**config.mk**
```make
export PLATFORM = sky130hd
export DESIGN_NAME = adcc_top
export DESIGN_NICKNAME = d
export VERILOG_FILES = /design/src/adcc_pkg.sv /design/src/adcc_top.sv /design/src/adcc_result_mem.sv
export SDC_FILE = /design/constraint.sdc
export NUM_CORES = 1
export LEC_CHECK = 0
export ABC_CLOCK_PERIOD_IN_PS = 5390
export BUFFER_PORTS_ARGS = -buffer_cell sky130_fd_sc_hd__buf_2
export CORE_ASPECT_RATIO = 1.75
export CORE_MARGIN = 8
export CORE_UTILIZATION = 50
export CTS_BUF_LIST = sky130_fd_sc_hd__clkbuf_4 sky130_fd_sc_hd__clkbuf_8
export CTS_CLUSTER_DIAMETER = 120
export DETAILED_ROUTE_END_ITERATION = 16
export PLACE_DENSITY_LB_ADDON = 0.25
export SYNTH_ARGS = -nofsm -noshare
export SYNTH_HDL_FRONTEND = slang
export SYNTH_SLANG_ARGS = --single-unit
```
**constraint.sdc**
```tcl
create_clock -name mclk -period 5.39 [get_ports mclk]
set_input_delay 1.078 -clock mclk [delete_from_list [all_inputs] [get_ports mclk]]
set_output_delay 1.078 -clock mclk [all_outputs]
set_load 0.01 [all_outputs]
```
**src/adcc_pkg.sv**
```systemverilog
// Constants shared by the converter control and status logic
package adcc_pkg;

  // ------------------------------------------------------------
  // Register byte offsets on the 8-bit internal bus
  // ------------------------------------------------------------
  localparam logic [3:0] OFF_RES_A_HI = 4'h0;
  localparam logic [3:0] OFF_RES_A_LO = 4'h1;
  localparam logic [3:0] OFF_RES_B_HI = 4'h2;
  localparam logic [3:0] OFF_RES_B_LO = 4'h3;
  localparam logic [3:0] OFF_RES_C_HI = 4'h4;
  localparam logic [3:0] OFF_RES_C_LO = 4'h5;
  localparam logic [3:0] OFF_RES_D_HI = 4'h6;
  localparam logic [3:0] OFF_RES_D_LO = 4'h7;
  localparam logic [3:0] OFF_CSR      = 4'h8;
  localparam logic [3:0] OFF_TRG      = 4'h9;

  // ------------------------------------------------------------
  // Field positions
  // ------------------------------------------------------------
  localparam int unsigned CSR_FLAG_BIT  = 7;
  localparam int unsigned CSR_IE_BIT    = 6;
  localparam int unsigned CSR_GO_BIT    = 5;
  localparam int unsigned CSR_SCAN_BIT  = 4;
  localparam int unsigned CSR_SPEED_BIT = 3;
  localparam int unsigned TRG_EN_BIT    = 7;

  // ------------------------------------------------------------
  // Values after reset and fixed read values
  // ------------------------------------------------------------
  localparam logic [7:0] CSR_RESET      = 8'h00;
  localparam logic [7:0] TRG_RESET      = 8'h7F;
  localparam logic [6:0] TRG_LOW_ONES   = 7'h7F;
  localparam logic [9:0] RES_RESET      = 10'h000;
  localparam logic [5:0] RES_LO_PAD     = 6'h00;
  localparam logic [7:0] RD_UNMAPPED    = 8'h00;

  // ------------------------------------------------------------
  // Conversion time limits, in states (one state is one mclk)
  // ------------------------------------------------------------
  localparam int unsigned CYC_PER_STATE     = 1;
  localparam int unsigned CONV_MAX_SLOW_ST  = 266;
  localparam int unsigned CONV_MAX_FAST_ST  = 134;
  localparam int unsigned CONV_MAX_SLOW_CYC = CONV_MAX_SLOW_ST * CYC_PER_STATE;
  localparam int unsigned CONV_MAX_FAST_CYC = CONV_MAX_FAST_ST * CYC_PER_STATE;
  localparam logic [8:0]  SLOT_SLOW_LOAD    = 9'(CONV_MAX_SLOW_CYC - 1);
  localparam logic [8:0]  SLOT_FAST_LOAD    = 9'(CONV_MAX_FAST_CYC - 1);

  // ------------------------------------------------------------
  // Sequencer states
  // ------------------------------------------------------------
  typedef enum logic [0:0] {ADCC_IDLE, ADCC_CONV} adcc_state_t;

endpackage

```
**src/adcc_top.sv**
```systemverilog
// Converter control, status, trigger and result read logic
`timescale 1ns/10ps
`default_nettype none
module adcc_top (
  input  wire logic       mclk,
  input  wire logic       rstn,
  input  wire logic       standby,
  input  wire logic [3:0] bus_addr,
  input  wire logic       bus_rd,
  input  wire logic       bus_wr,
  input  wire logic [7:0] bus_wdata,
  output logic      [7:0] bus_rdata,
  output logic            bus_rvalid,
  input  wire logic       multi_timer_unit_trig,
  output logic            conv_req,
  output logic      [2:0] conv_chan,
  output logic            conv_fast,
  input  wire logic       conv_done,
  input  wire logic [9:0] conv_data,
  output logic            conv_end_irq
);

  // ------------------------------------------------------------
  // State
  // ------------------------------------------------------------
  logic                 conv_end_flag_r;
  logic                 conv_end_flag_nxt;
  logic                 conv_irq_enable_r;
  logic                 conv_go_r;
  logic                 conv_go_nxt;
  logic                 scan_mode_r;
  logic                 conv_speed_select_r;
  logic [2:0]           chan_sel_r;
  logic                 timer_trigger_enable_r;
  logic                 flag_seen_r;
  logic                 flag_seen_nxt;
  logic                 trig_prev_r;
  adcc_pkg::adcc_state_t state_r;
  logic [1:0]           pos_r;
  logic [8:0]           slot_r;
  logic                 req_r;
  logic [2:0]           chan_r;
  logic                 irq_r;
  logic                 rd_p1_r;
  logic [3:0]           rd_addr_p1_r;
  logic [7:0]           rdata_r;
  logic                 rvalid_r;
  logic [7:0]           temp_r;

  // ------------------------------------------------------------
  // Bus decode
  // ------------------------------------------------------------
  wire       wr_csr      = bus_wr && (bus_addr == adcc_pkg::OFF_CSR);
  wire       wr_trg      = bus_wr && (bus_addr == adcc_pkg::OFF_TRG);
  wire       rd_res      = bus_rd && !bus_addr[3];
  wire [1:0] rd_res_idx  = bus_addr[2:1];
  wire       p1_res      = rd_p1_r && !rd_addr_p1_r[3];
  wire       p1_res_hi   = p1_res && !rd_addr_p1_r[0];
  wire       p1_res_lo   = p1_res && rd_addr_p1_r[0];
  wire       p1_csr      = rd_p1_r && (rd_addr_p1_r == adcc_pkg::OFF_CSR);
  wire       p1_trg      = rd_p1_r && (rd_addr_p1_r == adcc_pkg::OFF_TRG);
  wire [9:0] mem_q;

  // ------------------------------------------------------------
  // Channel sequencing
  // ------------------------------------------------------------
  wire [1:0] scan_last   = chan_sel_r[1:0];
  wire [2:0] chan_scan   = {chan_sel_r[2], pos_r};
  wire [2:0] chan_cur    = scan_mode_r ? chan_scan : chan_sel_r;
  wire [1:0] res_idx     = scan_mode_r ? pos_r : chan_sel_r[1:0];
  wire       in_conv     = (state_r == adcc_pkg::ADCC_CONV);
  wire       slot_out    = (slot_r == 9'h000);
  wire       conv_end    = in_conv && conv_go_r && (conv_done || slot_out);
  wire       pos_last    = (pos_r == scan_last);
  wire       round_end   = conv_end && (!scan_mode_r || pos_last);
  wire       single_end  = round_end && !scan_mode_r;
  wire [8:0] slot_load   = conv_speed_select_r ? adcc_pkg::SLOT_FAST_LOAD
                                               : adcc_pkg::SLOT_SLOW_LOAD;

  // ------------------------------------------------------------
  // Start, stop and trigger
  // ------------------------------------------------------------
  wire trig_edge = multi_timer_unit_trig && !trig_prev_r;
  wire trig_hit  = timer_trigger_enable_r && trig_edge;
  wire sw_go     = wr_csr && bus_wdata[adcc_pkg::CSR_GO_BIT];
  wire go_set    = sw_go || trig_hit;
  wire go_clr    = wr_csr || single_end;

  always_comb
  begin
    conv_go_nxt = conv_go_r;
    if (go_set)
    begin
      conv_go_nxt = 1'b1;
    end
    else if (go_clr)
    begin
      conv_go_nxt = 1'b0;
    end
  end

  // ------------------------------------------------------------
  // End flag: set wins over a clear in the same cycle
  // ------------------------------------------------------------
  wire flag_wr0  = wr_csr && !bus_wdata[adcc_pkg::CSR_FLAG_BIT];
  wire flag_clr  = flag_wr0 && flag_seen_r && conv_end_flag_r;

  always_comb
  begin
    conv_end_flag_nxt = conv_end_flag_r;
    flag_seen_nxt     = flag_seen_r;
    if (round_end)
    begin
      conv_end_flag_nxt = 1'b1;
    end
    else if (flag_clr)
    begin
      conv_end_flag_nxt = 1'b0;
    end
    if (flag_clr)
    begin
      flag_seen_nxt = 1'b0;
    end
    else if (p1_csr && conv_end_flag_r)
    begin
      flag_seen_nxt = 1'b1;
    end
  end

  // ------------------------------------------------------------
  // Control/status register
  // ------------------------------------------------------------
  always_ff @(posedge mclk or negedge rstn)
  begin
    if (!rstn)
    begin
      conv_end_flag_r     <= adcc_pkg::CSR_RESET[adcc_pkg::CSR_FLAG_BIT];
      conv_irq_enable_r   <= adcc_pkg::CSR_RESET[adcc_pkg::CSR_IE_BIT];
      conv_go_r           <= adcc_pkg::CSR_RESET[adcc_pkg::CSR_GO_BIT];
      scan_mode_r         <= adcc_pkg::CSR_RESET[adcc_pkg::CSR_SCAN_BIT];
      conv_speed_select_r <= adcc_pkg::CSR_RESET[adcc_pkg::CSR_SPEED_BIT];
      chan_sel_r          <= adcc_pkg::CSR_RESET[2:0];
      flag_seen_r         <= 1'b0;
    end
    else
    begin
      conv_end_flag_r <= conv_end_flag_nxt;
      conv_go_r       <= conv_go_nxt;
      flag_seen_r     <= flag_seen_nxt;
      if (wr_csr)
      begin
        conv_irq_enable_r   <= bus_wdata[adcc_pkg::CSR_IE_BIT];
        scan_mode_r         <= bus_wdata[adcc_pkg::CSR_SCAN_BIT];
        conv_speed_select_r <= bus_wdata[adcc_pkg::CSR_SPEED_BIT];
        chan_sel_r          <= bus_wdata[2:0];
      end
    end
  end

  // ------------------------------------------------------------
  // Trigger control register and trigger edge
  // ------------------------------------------------------------
  always_ff @(posedge mclk or negedge rstn)
  begin
    if (!rstn)
    begin
      timer_trigger_enable_r <= adcc_pkg::TRG_RESET[adcc_pkg::TRG_EN_BIT];
      trig_prev_r            <= 1'b0;
    end
    else
    begin
      trig_prev_r <= multi_timer_unit_trig;
      if (standby)
      begin
        timer_trigger_enable_r <= adcc_pkg::TRG_RESET[adcc_pkg::TRG_EN_BIT];
      end
      else if (wr_trg)
      begin
        timer_trigger_enable_r <= bus_wdata[adcc_pkg::TRG_EN_BIT];
      end
    end
  end

  // ------------------------------------------------------------
  // Conversion sequencer
  // ------------------------------------------------------------
  always_ff @(posedge mclk or negedge rstn)
  begin
    if (!rstn)
    begin
      state_r <= adcc_pkg::ADCC_IDLE;
      pos_r   <= 2'h0;
      slot_r  <= 9'h000;
      req_r   <= 1'b0;
      chan_r  <= 3'h0;
    end
    else
    begin
      case (state_r)
        adcc_pkg::ADCC_IDLE:
        begin
          if (conv_go_r)
          begin
            state_r <= adcc_pkg::ADCC_CONV;
            req_r   <= 1'b1;
            chan_r  <= chan_cur;
            slot_r  <= slot_load;
          end
          else
          begin
            pos_r <= 2'h0;
          end
        end
        adcc_pkg::ADCC_CONV:
        begin
          if (!conv_go_r)
          begin
            state_r <= adcc_pkg::ADCC_IDLE;
            req_r   <= 1'b0;
            pos_r   <= 2'h0;
          end
          else if (conv_end)
          begin
            state_r <= adcc_pkg::ADCC_IDLE;
            req_r   <= 1'b0;
            if (scan_mode_r && !pos_last)
            begin
              pos_r <= pos_r + 2'h1;
            end
            else
            begin
              pos_r <= 2'h0;
            end
          end
          else
          begin
            slot_r <= slot_r - 9'h001;
          end
        end
        default:
        begin
          state_r <= adcc_pkg::ADCC_IDLE;
          req_r   <= 1'b0;
        end
      endcase
    end
  end

  // ------------------------------------------------------------
  // Result storage
  // ------------------------------------------------------------
  adcc_result_mem u_result_mem (
    .mclk    (mclk),
    .rstn    (rstn),
    .wr_en   (conv_end),
    .wr_idx  (res_idx),
    .wr_data (conv_data),
    .rd_en   (rd_res),
    .rd_idx  (rd_res_idx),
    .rd_data (mem_q)
  );

  // ------------------------------------------------------------
  // Interrupt request
  // ------------------------------------------------------------
  always_ff @(posedge mclk or negedge rstn)
  begin
    if (!rstn)
    begin
      irq_r <= 1'b0;
    end
    else
    begin
      irq_r <= conv_end_flag_r && conv_irq_enable_r;
    end
  end

  // ------------------------------------------------------------
  // Read path: strobe, then data two cycles later
  // ------------------------------------------------------------
  wire [7:0] csr_view = {conv_end_flag_r, conv_irq_enable_r, conv_go_r,
                         scan_mode_r, conv_speed_select_r, chan_sel_r};
  wire [7:0] trg_view = {timer_trigger_enable_r, adcc_pkg::TRG_LOW_ONES};
  wire [7:0] res_hi   = mem_q[9:2];
  wire [7:0] res_lo   = {mem_q[1:0], adcc_pkg::RES_LO_PAD};
  wire [7:0] rd_mux   = p1_res_hi ? res_hi :
                        p1_res_lo ? temp_r :
                        p1_csr    ? csr_view :
                        p1_trg    ? trg_view :
                                    adcc_pkg::RD_UNMAPPED;

  always_ff @(posedge mclk or negedge rstn)
  begin
    if (!rstn)
    begin
      rd_p1_r      <= 1'b0;
      rd_addr_p1_r <= 4'h0;
      rdata_r      <= 8'h00;
      rvalid_r     <= 1'b0;
      temp_r       <= 8'h00;
    end
    else
    begin
      rd_p1_r      <= bus_rd;
      rd_addr_p1_r <= bus_addr;
      rvalid_r     <= rd_p1_r;
      if (rd_p1_r)
      begin
        rdata_r <= rd_mux;
      end
      if (p1_res_hi)
      begin
        temp_r <= res_lo;
      end
    end
  end

  // ------------------------------------------------------------
  // Outputs
  // ------------------------------------------------------------
  assign bus_rdata    = rdata_r;
  assign bus_rvalid   = rvalid_r;
  assign conv_req     = req_r;
  assign conv_chan    = chan_r;
  assign conv_fast    = conv_speed_select_r;
  assign conv_end_irq = irq_r;

endmodule
`default_nettype wire

```
**src/adcc_result_mem.sv**
```systemverilog
// Four 10-bit conversion result registers with a registered read port
`timescale 1ns/10ps
`default_nettype none
module adcc_result_mem (
  input  wire logic       mclk,
  input  wire logic       rstn,
  input  wire logic       wr_en,
  input  wire logic [1:0] wr_idx,
  input  wire logic [9:0] wr_data,
  input  wire logic       rd_en,
  input  wire logic [1:0] rd_idx,
  output logic      [9:0] rd_data
);

  logic [9:0] mem_r [4];
  logic [9:0] rd_data_r;

  // ------------------------------------------------------------
  // Storage, cleared by power-on reset
  // ------------------------------------------------------------
  always_ff @(posedge mclk or negedge rstn)
  begin
    if (!rstn)
    begin
      for (int i = 0; i < 4; i++)
      begin
        mem_r[i] <= adcc_pkg::RES_RESET;
      end
    end
    else if (wr_en)
    begin
      mem_r[wr_idx] <= wr_data;
    end
  end

  // ------------------------------------------------------------
  // Read register; a same-cycle write is seen one read later
  // ------------------------------------------------------------
  always_ff @(posedge mclk or negedge rstn)
  begin
    if (!rstn)
    begin
      rd_data_r <= adcc_pkg::RES_RESET;
    end
    else if (rd_en)
    begin
      rd_data_r <= mem_r[rd_idx];
    end
  end

  assign rd_data = rd_data_r;

endmodule
`default_nettype wire

```
Word level (Yosys, flattened, before mapping)
Cells that the tools add are included.
{"block": "totals", "ff_bits": 94, "inputBits": 29, "out_inout_bits": 15, "elab_cells": 123}
{"block": "op_classes", "addsub": 2, "n_lt_le_gt_ge": 3, "n_eq_ne": 10, "muxes": 38, "n_bitwise": 3, "n_reduce_logical": 42}
{"operator": "$bwmux W40", "count": 1}
{"operator": "$mux W9", "count": 4}
{"operator": "$mux W8", "count": 4}
{"operator": "$mux W10", "count": 3}
{"operator": "$logic_and A1 B1 Y1", "count": 22}
{"operator": "$bmux W10 S2", "count": 1}
{"operator": "$demux W10 S2", "count": 1}
{"operator": "$pmux W9 S2", "count": 1}
{"operator": "$eq A4 B4 Y1 const B", "count": 4}
{"operator": "$mux W1", "count": 14}
{"operator": "$mux W2", "count": 6}
{"operator": "$logic_not A9 Y1", "count": 1}
{"operator": "$sub A9 B1 Y9 const B", "count": 1}
{"operator": "$ne A2 B2 Y1 const B", "count": 4}
{"operator": "$reduce_bool A2 Y1", "count": 4}
{"operator": "$logic_not A1 Y1", "count": 7}
{"operator": "$ge A3 B3 Y1 const B", "count": 2}
{"operator": "$not A2 Y3", "count": 2}
{"operator": "$reduce_and A2 Y1", "count": 3}
{"operator": "$logic_or A1 B1 Y1", "count": 4}
{"operator": "$pmux W1 S2", "count": 2}
{"operator": "$pmux W2 S2", "count": 1}
{"operator": "$lt A3 B1 Y1 const B", "count": 1}
{"operator": "$ne A3 B2 Y1 const B", "count": 1}
{"operator": "other kinds (4)", "count": 4}

Depth between registers and ports, before layout
Gate-level depths: netlist of run 1.
{"block": "depth", "ltp_word": 8, "ltp_mapped": 7, "ltp_nobuf": 6}

Cells and area by module
Synthesis of run 1 repeated with hierarchy kept, for this count alone.
{"block": "unflattened", "hier_cells": 338, "area_unflattened_um2": 4317.9}
{"module": "adcc_result_mem", "n_inst": 1, "cells_per_inst": 143, "area_per_inst_um2": 2230.9, "seq_area_each_um2": 1251.2}
{"module": "adcc_top", "n_inst": 1, "cells_per_inst": 195, "area_per_inst_um2": 2087.0, "seq_area_each_um2": 1101.1}

Worst setup path after synthesis of run 1
Ideal clock, no wire load.
{"block": "synth_path", "path_type": "input -> register", "startpoint": "input port conv_done", "endpoint": "register slot_r[7]", "setup_ps": 136, "arrival_time_ps": 2269, "t_required_ps": 5254, "setup_slack_ps": 2985, "path_stages": 4, "n_path_buf": 0, "path_cell_list": "or4b_1 -> a2111oi_0 -> xnor2_1 -> a21oi_1"}
{"block": "synth_between", "elab_chain_len": 4}
{"element": "start: declaration", "line_no": "adcc_top.sv:18", "source": "input wire logic conv_done,"}
{"element": "$logic_or A1 B1 Y1", "line_no": "adcc_top.sv:73", "source": "wire conv_end = in_conv && conv_go_r && (conv_done || slot_out);"}
{"element": "$logic_and A1 B1 Y1", "line_no": "adcc_top.sv:73"}
{"element": "$ne A2 B2 Y1 (no source line)"}
{"element": "$reduce_and A3 Y1 (no source line)"}
{"element": "end signal: assignment", "line_no": "adcc_top.sv:207", "source": "slot_r <= slot_load;"}
{"element": "end signal: assignment", "line_no": "adcc_top.sv:237", "source": "slot_r <= slot_r - 9'h001;"}
{"element": "end: declaration", "line_no": "adcc_top.sv:40", "source": "logic [8:0] slot_r;"}
Every way passes these cells.
A chain may end at the register's enable or synchronous reset.

Worst setup path in the final report of run 1
{"block": "layout_path", "startpoint": "register slot_r[0]", "endpoint": "register u_result_mem.mem_r[27] (netlist bit)"}
{"block": "layout_between", "elab_chain_len": 3}
{"element": "$logic_not A9 Y1", "line_no": "adcc_top.sv:72", "source": "wire slot_out = (slot_r == 9'h000);"}
{"element": "$logic_or A1 B1 Y1", "line_no": "adcc_top.sv:73"}
{"element": "$logic_and A1 B1 Y1", "line_no": "adcc_top.sv:73"}
{"element": "end signal: indexed assignment", "line_no": "adcc_result_mem.sv:27", "source": "mem_r[i] <= adcc_pkg::RES_RESET;"}
{"element": "end signal: indexed assignment", "line_no": "adcc_result_mem.sv:32", "source": "mem_r[wr_idx] <= wr_data;"}
{"element": "end: declaration", "line_no": "adcc_result_mem.sv:15", "source": "logic [9:0] mem_r [4];"}
Every way passes these cells.

==> results of run 1 <==
## state kept, by name, indices dropped and copies added, names as in the netlist, 2 cells and up
register / cells
rd_addr_p1_r: 4
u_result_mem.mem_r: 40
conv_chan: 3
temp_r: 2
chan_sel_r: 3
slot_r: 9
u_result_mem.rd_data: 10
pos_r: 2
bus_rdata: 8
## cell usage in the layout (no fill, tap or decap), types with 2 or more instances in the layout
master / n
sky130_fd_sc_hd__a21oi_1: 9
sky130_fd_sc_hd__mux2_2: 37
sky130_fd_sc_hd__mux2_4: 20
sky130_fd_sc_hd__o21a_1: 2
sky130_fd_sc_hd__nor2_1: 13
sky130_fd_sc_hd__or3_1: 5
sky130_fd_sc_hd__o21ai_0: 9
sky130_fd_sc_hd__a211oi_1: 2
sky130_fd_sc_hd__and2_1: 2
sky130_fd_sc_hd__a311oi_1: 3
sky130_fd_sc_hd__or4b_1: 2
sky130_fd_sc_hd__dfrtp_1: 94
sky130_fd_sc_hd__clkbuf_8: 11
sky130_fd_sc_hd__nand2b_1: 3
sky130_fd_sc_hd__a221o_1: 3
sky130_fd_sc_hd__xor2_1: 3
sky130_fd_sc_hd__a22oi_1: 6
sky130_fd_sc_hd__inv_1: 9
sky130_fd_sc_hd__nand2_1: 13
sky130_fd_sc_hd__nand3_1: 4
sky130_fd_sc_hd__o311ai_0: 3
sky130_fd_sc_hd__nor3_1: 2
sky130_fd_sc_hd__buf_2: 42
sky130_fd_sc_hd__or3b_2: 2
sky130_fd_sc_hd__or2_2: 2
sky130_fd_sc_hd__buf_4: 2
sky130_fd_sc_hd__mux2i_1: 7
sky130_fd_sc_hd__a31oi_1: 2
sky130_fd_sc_hd__nor2b_1: 2
sky130_fd_sc_hd__nand4_1: 2
sky130_fd_sc_hd__bufinv_16: 2
sky130_fd_sc_hd__mux4_2: 10
## cell usage after synthesis, drive strengths merged (3+ instances only)
master | n | area share
mux2 | 57 | 0.17
a311oi | 3 | 0.0062
o21ai | 9 | 0.011
and2 | 3 | 0.0044
o311ai | 3 | 0.0062
mux4 | 10 | 0.053
nor2 | 14 | 0.013
clkbuf | 9 | 0.0079
mux2i | 7 | 0.016
nand2b | 3 | 0.0044
xor2 | 3 | 0.0062
buf | 5 | 0.0085
dfrtp | 94 | 0.55
nand3 | 4 | 0.0047
a221o | 3 | 0.0071
a21oi | 10 | 0.013
a22oi | 6 | 0.011
nand2 | 13 | 0.011
inv | 9 | 0.0079
or4b | 3 | 0.0071
or3 | 5 | 0.0074
## final cells by class
class | instances | area (sq um)
Inverter | 9 | 33.8
Fill cell | 694 | 3500
Tap cell | 92 | 115
Clock buffer | 11 | 151
Timing Repair Buffer | 44 | 225
Sequential cell | 94 | 2350
Clock inverter | 5 | 81.3
Multi-Input combinational cell | 192 | 1800
## power groups by stage
stage / clock [mW] / sequential, mW / combinational [mW]
2_1_floorplan: 0 / 1.08 / 0.434
3_3_place_gp: 0 / 1.14 / 0.526
3_5_place_dp: 0 / 1.15 / 0.543
4_1_cts: 0.547 / 1.14 / 0.546
5_1_grt: 0.573 / 1.18 / 0.596
6_report: 0.534 / 1.14 / 0.537
## routing by layer
metal	global-route usage	part of all wire	wire length, um
met1	0.186	0.43	3700
met2	0.271	0.51	4420
met3	0.0439	0.041	353
met4	0.0657	0.016	134
met5	0	0	0
## worst register-to-register path: stages, from the launching register on
cell and delay, ps:
sky130_fd_sc_hd__dfrtp_1 420, sky130_fd_sc_hd__inv_1 80, sky130_fd_sc_hd__ha_1 260, sky130_fd_sc_hd__nor4b_4 330, sky130_fd_sc_hd__a21oi_2 190, sky130_fd_sc_hd__nor4b_2 1040, sky130_fd_sc_hd__mux2_2 430
## final timing paths
path / end / cells past startpoint
hold reg to reg: bus_rdata[7] / 1
setup / recovery: u_result_mem.mem_r[27] / 6
max in group asynchronous: u_result_mem.mem_r[19] / 2
setup reg to reg: u_result_mem.mem_r[27] / 6
min in group asynchronous: slot_r[3] / 1
hold / removal: bus_rdata[7] / 1
## per-stage QoR
step / utilization / cell area, sq um / total power, mW / worst slack [ps] / hold WS (ps)
after floorplan: - / 4250 / 1.52 / 2990 / 394
after global placement: 0.548 / 4530 / 1.67 / 2520 / 460
after detailed placement: 0.548 / 4530 / 1.70 / 2490 / 470
after CTS: 0.576 / 4760 / 2.23 / 2520 / 491
after global routing: 0.576 / 4760 / 2.35 / 2290 / 521
final: 0.576 / 4760 / 2.21 / 2520 / 488
## logic make-up (layout without fill, tap and decap cells)
group | after synthesis | after routing | share of synthesized area
xor+xnor | 4 | 4 | 0.00824
fa+ha+maj | 1 | 1 | 0.00294
buf+inv | 23 | 69 | 0.0244
mux | 74 | 74 | 0.238
simple gates | 62 | 62 | 0.0877
flops | 94 | 94 | 0.553
compound gates | 51 | 51 | 0.0851
==> results.md, run 1 <==
STA:
- The share of the cycle needed by the critical path after routing is 0.533.
- The slew of the pin with the lowest slew margin is 1170 ps.
- Setup repair after global routing left no endpoint under its margin.
- Setup violations remaining at the end of the flow were counted as 0.
- The peak clock frequency supported by timing is between 300 and 400 MHz.
- For the final database, setup skew stands at 7.14 ps.
- The smallest clock period supported by the final layout is computed as around 2900 ps.
- The number of hold violations in the final report is 0.
- The number of max-slew violations in the final report is 0.
- Setup total negative slack on the finished layout was measured at 0 ps.
- The max-slew headroom at the worst pin is 0.215.

Layout:
- The repair_antennas step left the layout with diodes totalling 0.
- The area growth from synthesis to layout is 12.0%.
- The fraction of final layout cells sized beyond drive strength 1 is 0.389.
- The post-layout instance count excluding filler cells is about 450.
- The number of nets at the end of the flow is 380.

Die:
- The die width is 85.7 um.
- The chip height is between 100 and 150 um.
- The total area inside the core boundary comes to ~8300 sq um.
- The floorplan step defined a die boundary enclosing ~12000 sq um.
- The number of I/O pins is 44.
- The floorplan has between 40 and 50 rows.
- The initial utilization of the core area, before any placement, comes to 0.515.

Critical path:
- The critical-path maximum fanout is 10.
- The number of buffers and inverters on the critical path is 1.
- The endpoint class of the critical path is a flip-flop.
- Walking the worst path, the cells encountered are inv_1 > ha_1 > nor4b_4 > a21oi_2 > nor4b_2 > mux2_2.
- The worst endpoint data arrival time is roughly 3100 ps.
- The required time of the critical path is between 5000 and 6000 ps.
- The critical path in this run is classified as reg2reg.
- The critical path starts at slot_r[0].
- The kind of cell adding the most delay to the critical path is simple AND/OR/NAND/NOR gates.
- The biggest cell delay along the critical path is roughly 1000 ps.
- The setup slack on the worst flop-to-flop path is 2520 ps.
- The startpoint of the lowest-slack register-to-register path is slot_r[0].
- STA classifies the critical path startpoint as a flip-flop.
- On the critical path, the stage with the largest delay is an instance of sky130_fd_sc_hd__nor4b_2.

Placed design:
- Port buffering added 43 buffers.
- Routability-driven placement finished with a final weighted congestion of around 0.8.
- The post-DP HPWL is 6080 um.
- Once placement completed, the tool counted placed cells totaling between 400 and 500.

Job:
- The number of violations of the max-capacitance limit is 0.

Power:
- The share of total power dissipated in combinational logic is 0.243.
- The part of the power in the clock network is 0.241.
- Cell internal power was estimated by the tool at about 1.6 mW.
- Power spread over the standard cell area amounts to roughly 460 nW/um^2.
- VDD sags by at most ~190 uV.
- Of the total power, registers draw 0.516.
- The static leakage is around 2.2 nW.
- The switching power is around 660 uW.
- The switching fraction of total power is 0.297.

Clock tree:
- The clock passes through at most 2 buffers.
- The TritonCTS clock tree is done.
- The number of buffers inserted during clock tree synthesis is 9.
- The library cell used as clock root buffer is sky130_fd_sc_hd__clkbuf_8.
- The clock slew at the register clock pins of the worst setup and hold paths is 90 ps.
- The number of setup buffers added after CTS is 0.
- The number of levels in the clock H-tree is 3.
- Clock tree synthesis found a total of 94 sinks.
- For the worst-skew pair, the clock arrives at the later sink with an insertion delay of ~370 ps.
- The total of cells resized after clock tree synthesis is 0.
- For this design, the CTS-stage hold fixing added 0 buffers.

Synth:
- Counting every net in the synthesized netlist gives 339.
- In this run the cell area of the synthesized design comes to around 4300 sq um.
- The number of different library cells used by synthesis comes to between 50 and 60.
- Of all flip-flops after synthesis, the portion carrying an async set or reset was 1.00.
- The flip-flop cell with the highest count after synthesis is sky130_fd_sc_hd__dfrtp_1.
- The share of the Yosys chip area taken by registers is 0.553.
- Yosys printed 0 warnings.
- Averaged over all synthesized cells, the footprint is 13.8 sq um.
- The number of flops mapped to enable cells by yosys is 0.
- In this run, synthesis produced a sequential element count of 94.
- In the synthesized netlist, the number of instances is a little over 300.

Drt:
- The initial DRC count is between 100 and 150.
- The post-route DRC violation count is 0.
- The first detailed-routing pass took 4 iterations.
- The total number of vias is between 2k and 3k.
- For this block, the routed nets add up to 8610 um of wire.
- The remaining number of nets flagged by the antenna check after routing is 0.
- The post-detailed-route wirelength per cell is between 15 and 20 um.
- The via-per-instance ratio is about 6.

Status:
- The flow ran to the end, and the final reports show no timing, DRC or antenna violations.

Global route:
- For this run the aggregate overflow at the end of global routing stands at 0.
- The number of antenna violations at the first check in global routing was 0.
- The first global-routing pass estimated ~15000 um of wire.
- Entering global routing, the biggest net connects 50 pins.
- The via count of the first global-routing pass is 2848.
- The global routing usage summed across all routing layers is 0.160.

Worst hold path:
- The launch point of the worst hold path is bus_rdata[7].
- The class of the most critical hold timing path is reg2reg.
(Power assumes the default switching activity.)
==> run 2, diff against run 1 <==
- ABC_AREA: unset -> 1
- ABC_CLOCK_PERIOD_IN_PS: 5390 -> 2480
- clock period: 5.39 -> 2.48 ns (I/O delays scaled with it)
==> results.md, run 2 <==
Status:
- The run finished with clean final reports.

Job:
- Max-cap violations in this run came to 0.

STA:
- For the finished layout, the period the worst path requires is around 2000 ps.
- Measured against its own limit, the worst slew margin works out to 0.603.
- At the pin with the least slew margin, the transition time is 594 ps.
- The total setup violations reported at the end of the flow is 0.
- The number of max-slew violations in the final report is 0.
- Summed over all failing endpoints, the final setup total negative slack is 0 ps.
- Setup repair after global routing left no endpoint under its margin.
- The share of the cycle needed by the critical path after routing is 0.819.
- Timing would allow up to between 400 and 500 MHz.
- On the final layout, the worst clock skew is between 10 and 15 ps.
- The number of hold violations in the final report came to 0.

Critical path:
- The launching instance or port of the critical path is slot_r[0].
- The worst register-to-register path has a depth of 9.
- Data on the critical path arrives at its endpoint at 2270 ps.
- In this run the critical register-to-register path is captured at u_result_mem.mem_r[25].
- The critical-path maximum fanout is 20.
- The startpoint of the lowest-slack register-to-register path is slot_r[0].
- The worst setup path is of the reg2reg kind.
- STA classifies the critical path startpoint as a flip-flop.
- Data on the critical path is required at its endpoint by roughly 2700 ps.
- The endpoint class of the critical path is a flip-flop.
- The setup slack on the worst flop-to-flop path is between 400 and 500 ps.

Clock tree:
- The clock slew at the register clock pins of the worst setup and hold paths is 90 ps.
- Hold repair after CTS inserted 0 buffers.
- The number of buffers on the longest clock path is 2.
- The number of setup buffers added after CTS is 0.
- The tree is rooted in a sky130_fd_sc_hd__clkbuf_8.
- The H-tree was split into 3 levels.
- The number of buffers inserted during clock tree synthesis is 9.
- TritonCTS built the clock tree.
- The clock reaches the later pin of the worst-skew pair after approximately 370 ps.
- The number of gates resized after CTS was 0.
- Clock tree synthesis found a total of 94 sinks.

Die:
- between 40 and 50 I/O pins were placed.
- The area inside the core boundary is 8500 sq um.
- For this configuration, the core starts out at a cell density of 0.506.
- The die covers between 10000 and 15000 sq um.
- The die is about 86 um wide.
- The chip height is 139 um.
- The standard-cell row count is 45.

Synth:
- The dominant cell by count in the synthesized netlist is sky130_fd_sc_hd__nand2_1.
- Synthesis produced a netlist with a net count of around 530.
- The commonest cells after synthesis are sky130_fd_sc_hd__nand2_1, sky130_fd_sc_hd__dfrtp_1, sky130_fd_sc_hd__nor2_1.
- After synthesis the netlist holds a flip-flop and latch count of 94.
- The distinct cell type count after synthesis is 35.
- The most used flip-flop cell after synthesis is sky130_fd_sc_hd__dfrtp_1.
- After synthesis, the mean cell area works out to about 8.6 sq um.
- Counting flops with an async set or reset pin after synthesis yields a share of 1.00.
- The area share of the leading cell type in the synthesized netlist is 0.547.
- The post-synthesis instance total is between 400 and 500.
- After synthesis, the cell types taking the most area are sky130_fd_sc_hd__dfrtp_1, sky130_fd_sc_hd__nand2_1, sky130_fd_sc_hd__o21ai_0.
- After synthesis the cells add up to approximately 4300 sq um.
- The number of flops mapped to enable cells by yosys is 0.
- Summed over all instances, the cell type with the most area after synthesis is sky130_fd_sc_hd__dfrtp_1.
- During synthesis, Yosys emitted a total of 0 warnings.
- Of the synthesized area, sequential elements account for 0.547.

Placed design:
- In this run, placement finished with an instance count of ~650.
- The final weighted congestion of routability-driven global placement is between 0.8 and 0.9.
- The placed instances occupy a cell area of approximately 4600 sq um.
- The count of buffers added on input and output ports is 43.
- The post-DP HPWL is 7320 um.

Layout:
- Compared with the post-synthesis result, the final layout area differs by 11.5%.
- The post-layout instance count excluding filler cells is 660.
- The top cell types in the final layout, fill and taps aside, are sky130_fd_sc_hd__nand2_1, sky130_fd_sc_hd__dfrtp_1, sky130_fd_sc_hd__nor2_1.
- At the end of the flow the core is filled with cells to 0.565.
- 0 antenna diodes ended up in the layout.
- The flip-flop count of the largest register after layout is 40.
- The most common cell after layout, fill and taps aside is sky130_fd_sc_hd__nand2_1.
- The number of nets at the end of the flow is roughly 570.
- The area of all placed cells without fillers is approximately 4800 sq um.
- Of the cells placed in the final design, the portion with a size suffix greater than 1 is 0.182.
- The register with the highest flop count is u_result_mem.mem_r.

Drt:
- After detailed routing, the average wire length per cell comes to about 15 um.
- Summed over all layers, the routed wires come to between 9000 and 10000 um.
- The remaining number of nets flagged by the antenna check after routing is 0.
- Detailed routing inserted a total of around 3.4k vias.
- The initial DRC count is 216.
- In the routed layout, each cell is associated on average with a via count of roughly 5.2.
- The first-pass iteration count of the detailed router is 4.
- The post-route DRC violation count is 0.

Global route:
- The global routing usage summed across all routing layers is 0.176.
- The number of antenna violations at the first check in global routing is 0.
- The total overflow left after global routing is 0.
- Entering global routing, the biggest net connects 47 pins.
- The via count of the first global-routing pass is 3527.
- The first global-routing pass estimated about 17000 um of wire.

Power:
- For this design the static power due to leakage is roughly 2.4 nW.
- The power density normalized to cell area is 896 nW/um^2.
- The peak supply drop is 510 uV.

Worst hold path:
- The class of the most critical hold timing path is in2async.
==> run 2: cell count changes in the layout (fill, tap and decap cells not counted), moves of 12 or more <==
| cell | change |
|---|---|
| sky130_fd_sc_hd__inv_1 | +33 |
| sky130_fd_sc_hd__o21ai_2 | +12 |
| sky130_fd_sc_hd__nand2_1 | +118 |
| sky130_fd_sc_hd__mux2_4 | -20 |
| sky130_fd_sc_hd__nor2_1 | +39 |
| sky130_fd_sc_hd__mux2_2 | -37 |
| sky130_fd_sc_hd__o21ai_0 | +30 |
| sky130_fd_sc_hd__o21ai_1 | +29 |
| sky130_fd_sc_hd__nand3_1 | +13 |
==> run 2: cell type report <==
| cell class | count | area [sq um] |
|---|---|---|
| clock inverter | 5 | 60.1 |
| sequential | 94 | 2350 |
| clock buffer | 10 | 138 |
| multi-input combinational | 334 | 1640 |
| fill | 777 | 3700 |
| timing repair buffer | 47 | 260 |
| tap | 117 | 146 |
| inverter | 53 | 199 |
==> run 2: cell families (layout without fill, tap and decap cells) <==
| logic type | Yosys count | in the layout | synth area share |
|---|---|---|---|
| AND/OR/NAND/NOR | 227 | 227 | 0.234 |
| AO/OA/AOI/OAI | 102 | 102 | 0.138 |
| flip-flops | 94 | 94 | 0.547 |
| buffers and inverters | 70 | 115 | 0.0712 |
| XOR/XNOR | 4 | 4 | 0.00814 |
| adder cells (fa/ha/maj) | 1 | 1 | 0.00291 |
==> run 2: worst max-delay path, cell delays in order, from the launching register on <==
cell,delay [ps]
sky130_fd_sc_hd__dfrtp_1,400
sky130_fd_sc_hd__inv_1,110
sky130_fd_sc_hd__ha_1,200
sky130_fd_sc_hd__nand2_2,90
sky130_fd_sc_hd__nor2_4,140
sky130_fd_sc_hd__nand3_4,110
sky130_fd_sc_hd__nand2_4,140
sky130_fd_sc_hd__nand3_2,410
sky130_fd_sc_hd__nand2_1,230
sky130_fd_sc_hd__o21ai_2,70
==> run 2: power by group <==
group	switching (mW)	internal, mW	total [mW]
registers	0.289	1.91	2.20
logic	0.673	0.416	1.09
clock network	0.527	0.489	1.02
total	1.49	2.81	4.30
==> run 2: how the worst max path moves through the flow <==
stage / endpoint
after floorplan: u_result_mem.mem_r[23]
after global placement: conv_fast
after detailed placement: conv_fast
after CTS: u_result_mem.mem_r[29]
after global routing: u_result_mem.mem_r[24]
final: u_result_mem.mem_r[25]
==> run 2: metrics by stage <==
stage | hold WS (ps) | power (mW) | setup slack, ps
2_1_floorplan | 200 | 2.97 | 947
3_3_place_gp | 455 | 3.27 | 443
3_5_place_dp | 464 | 3.32 | 439
4_1_cts | 85.9 | 4.34 | 447
5_1_grt | 112 | 4.61 | 263
6_report | 78.7 | 4.30 | 448
==> run 2: routing by layer <==
metal | global-route usage | routed length (um) | up-vias
met3 | 0.0380 | 350 | 17
met4 | 0.0762 | 195 | 0
met2 | 0.310 | 5320 | 62
li1 | - | - | 1704
met1 | 0.196 | 3850 | 1643
met5 | 0 | 0 | -
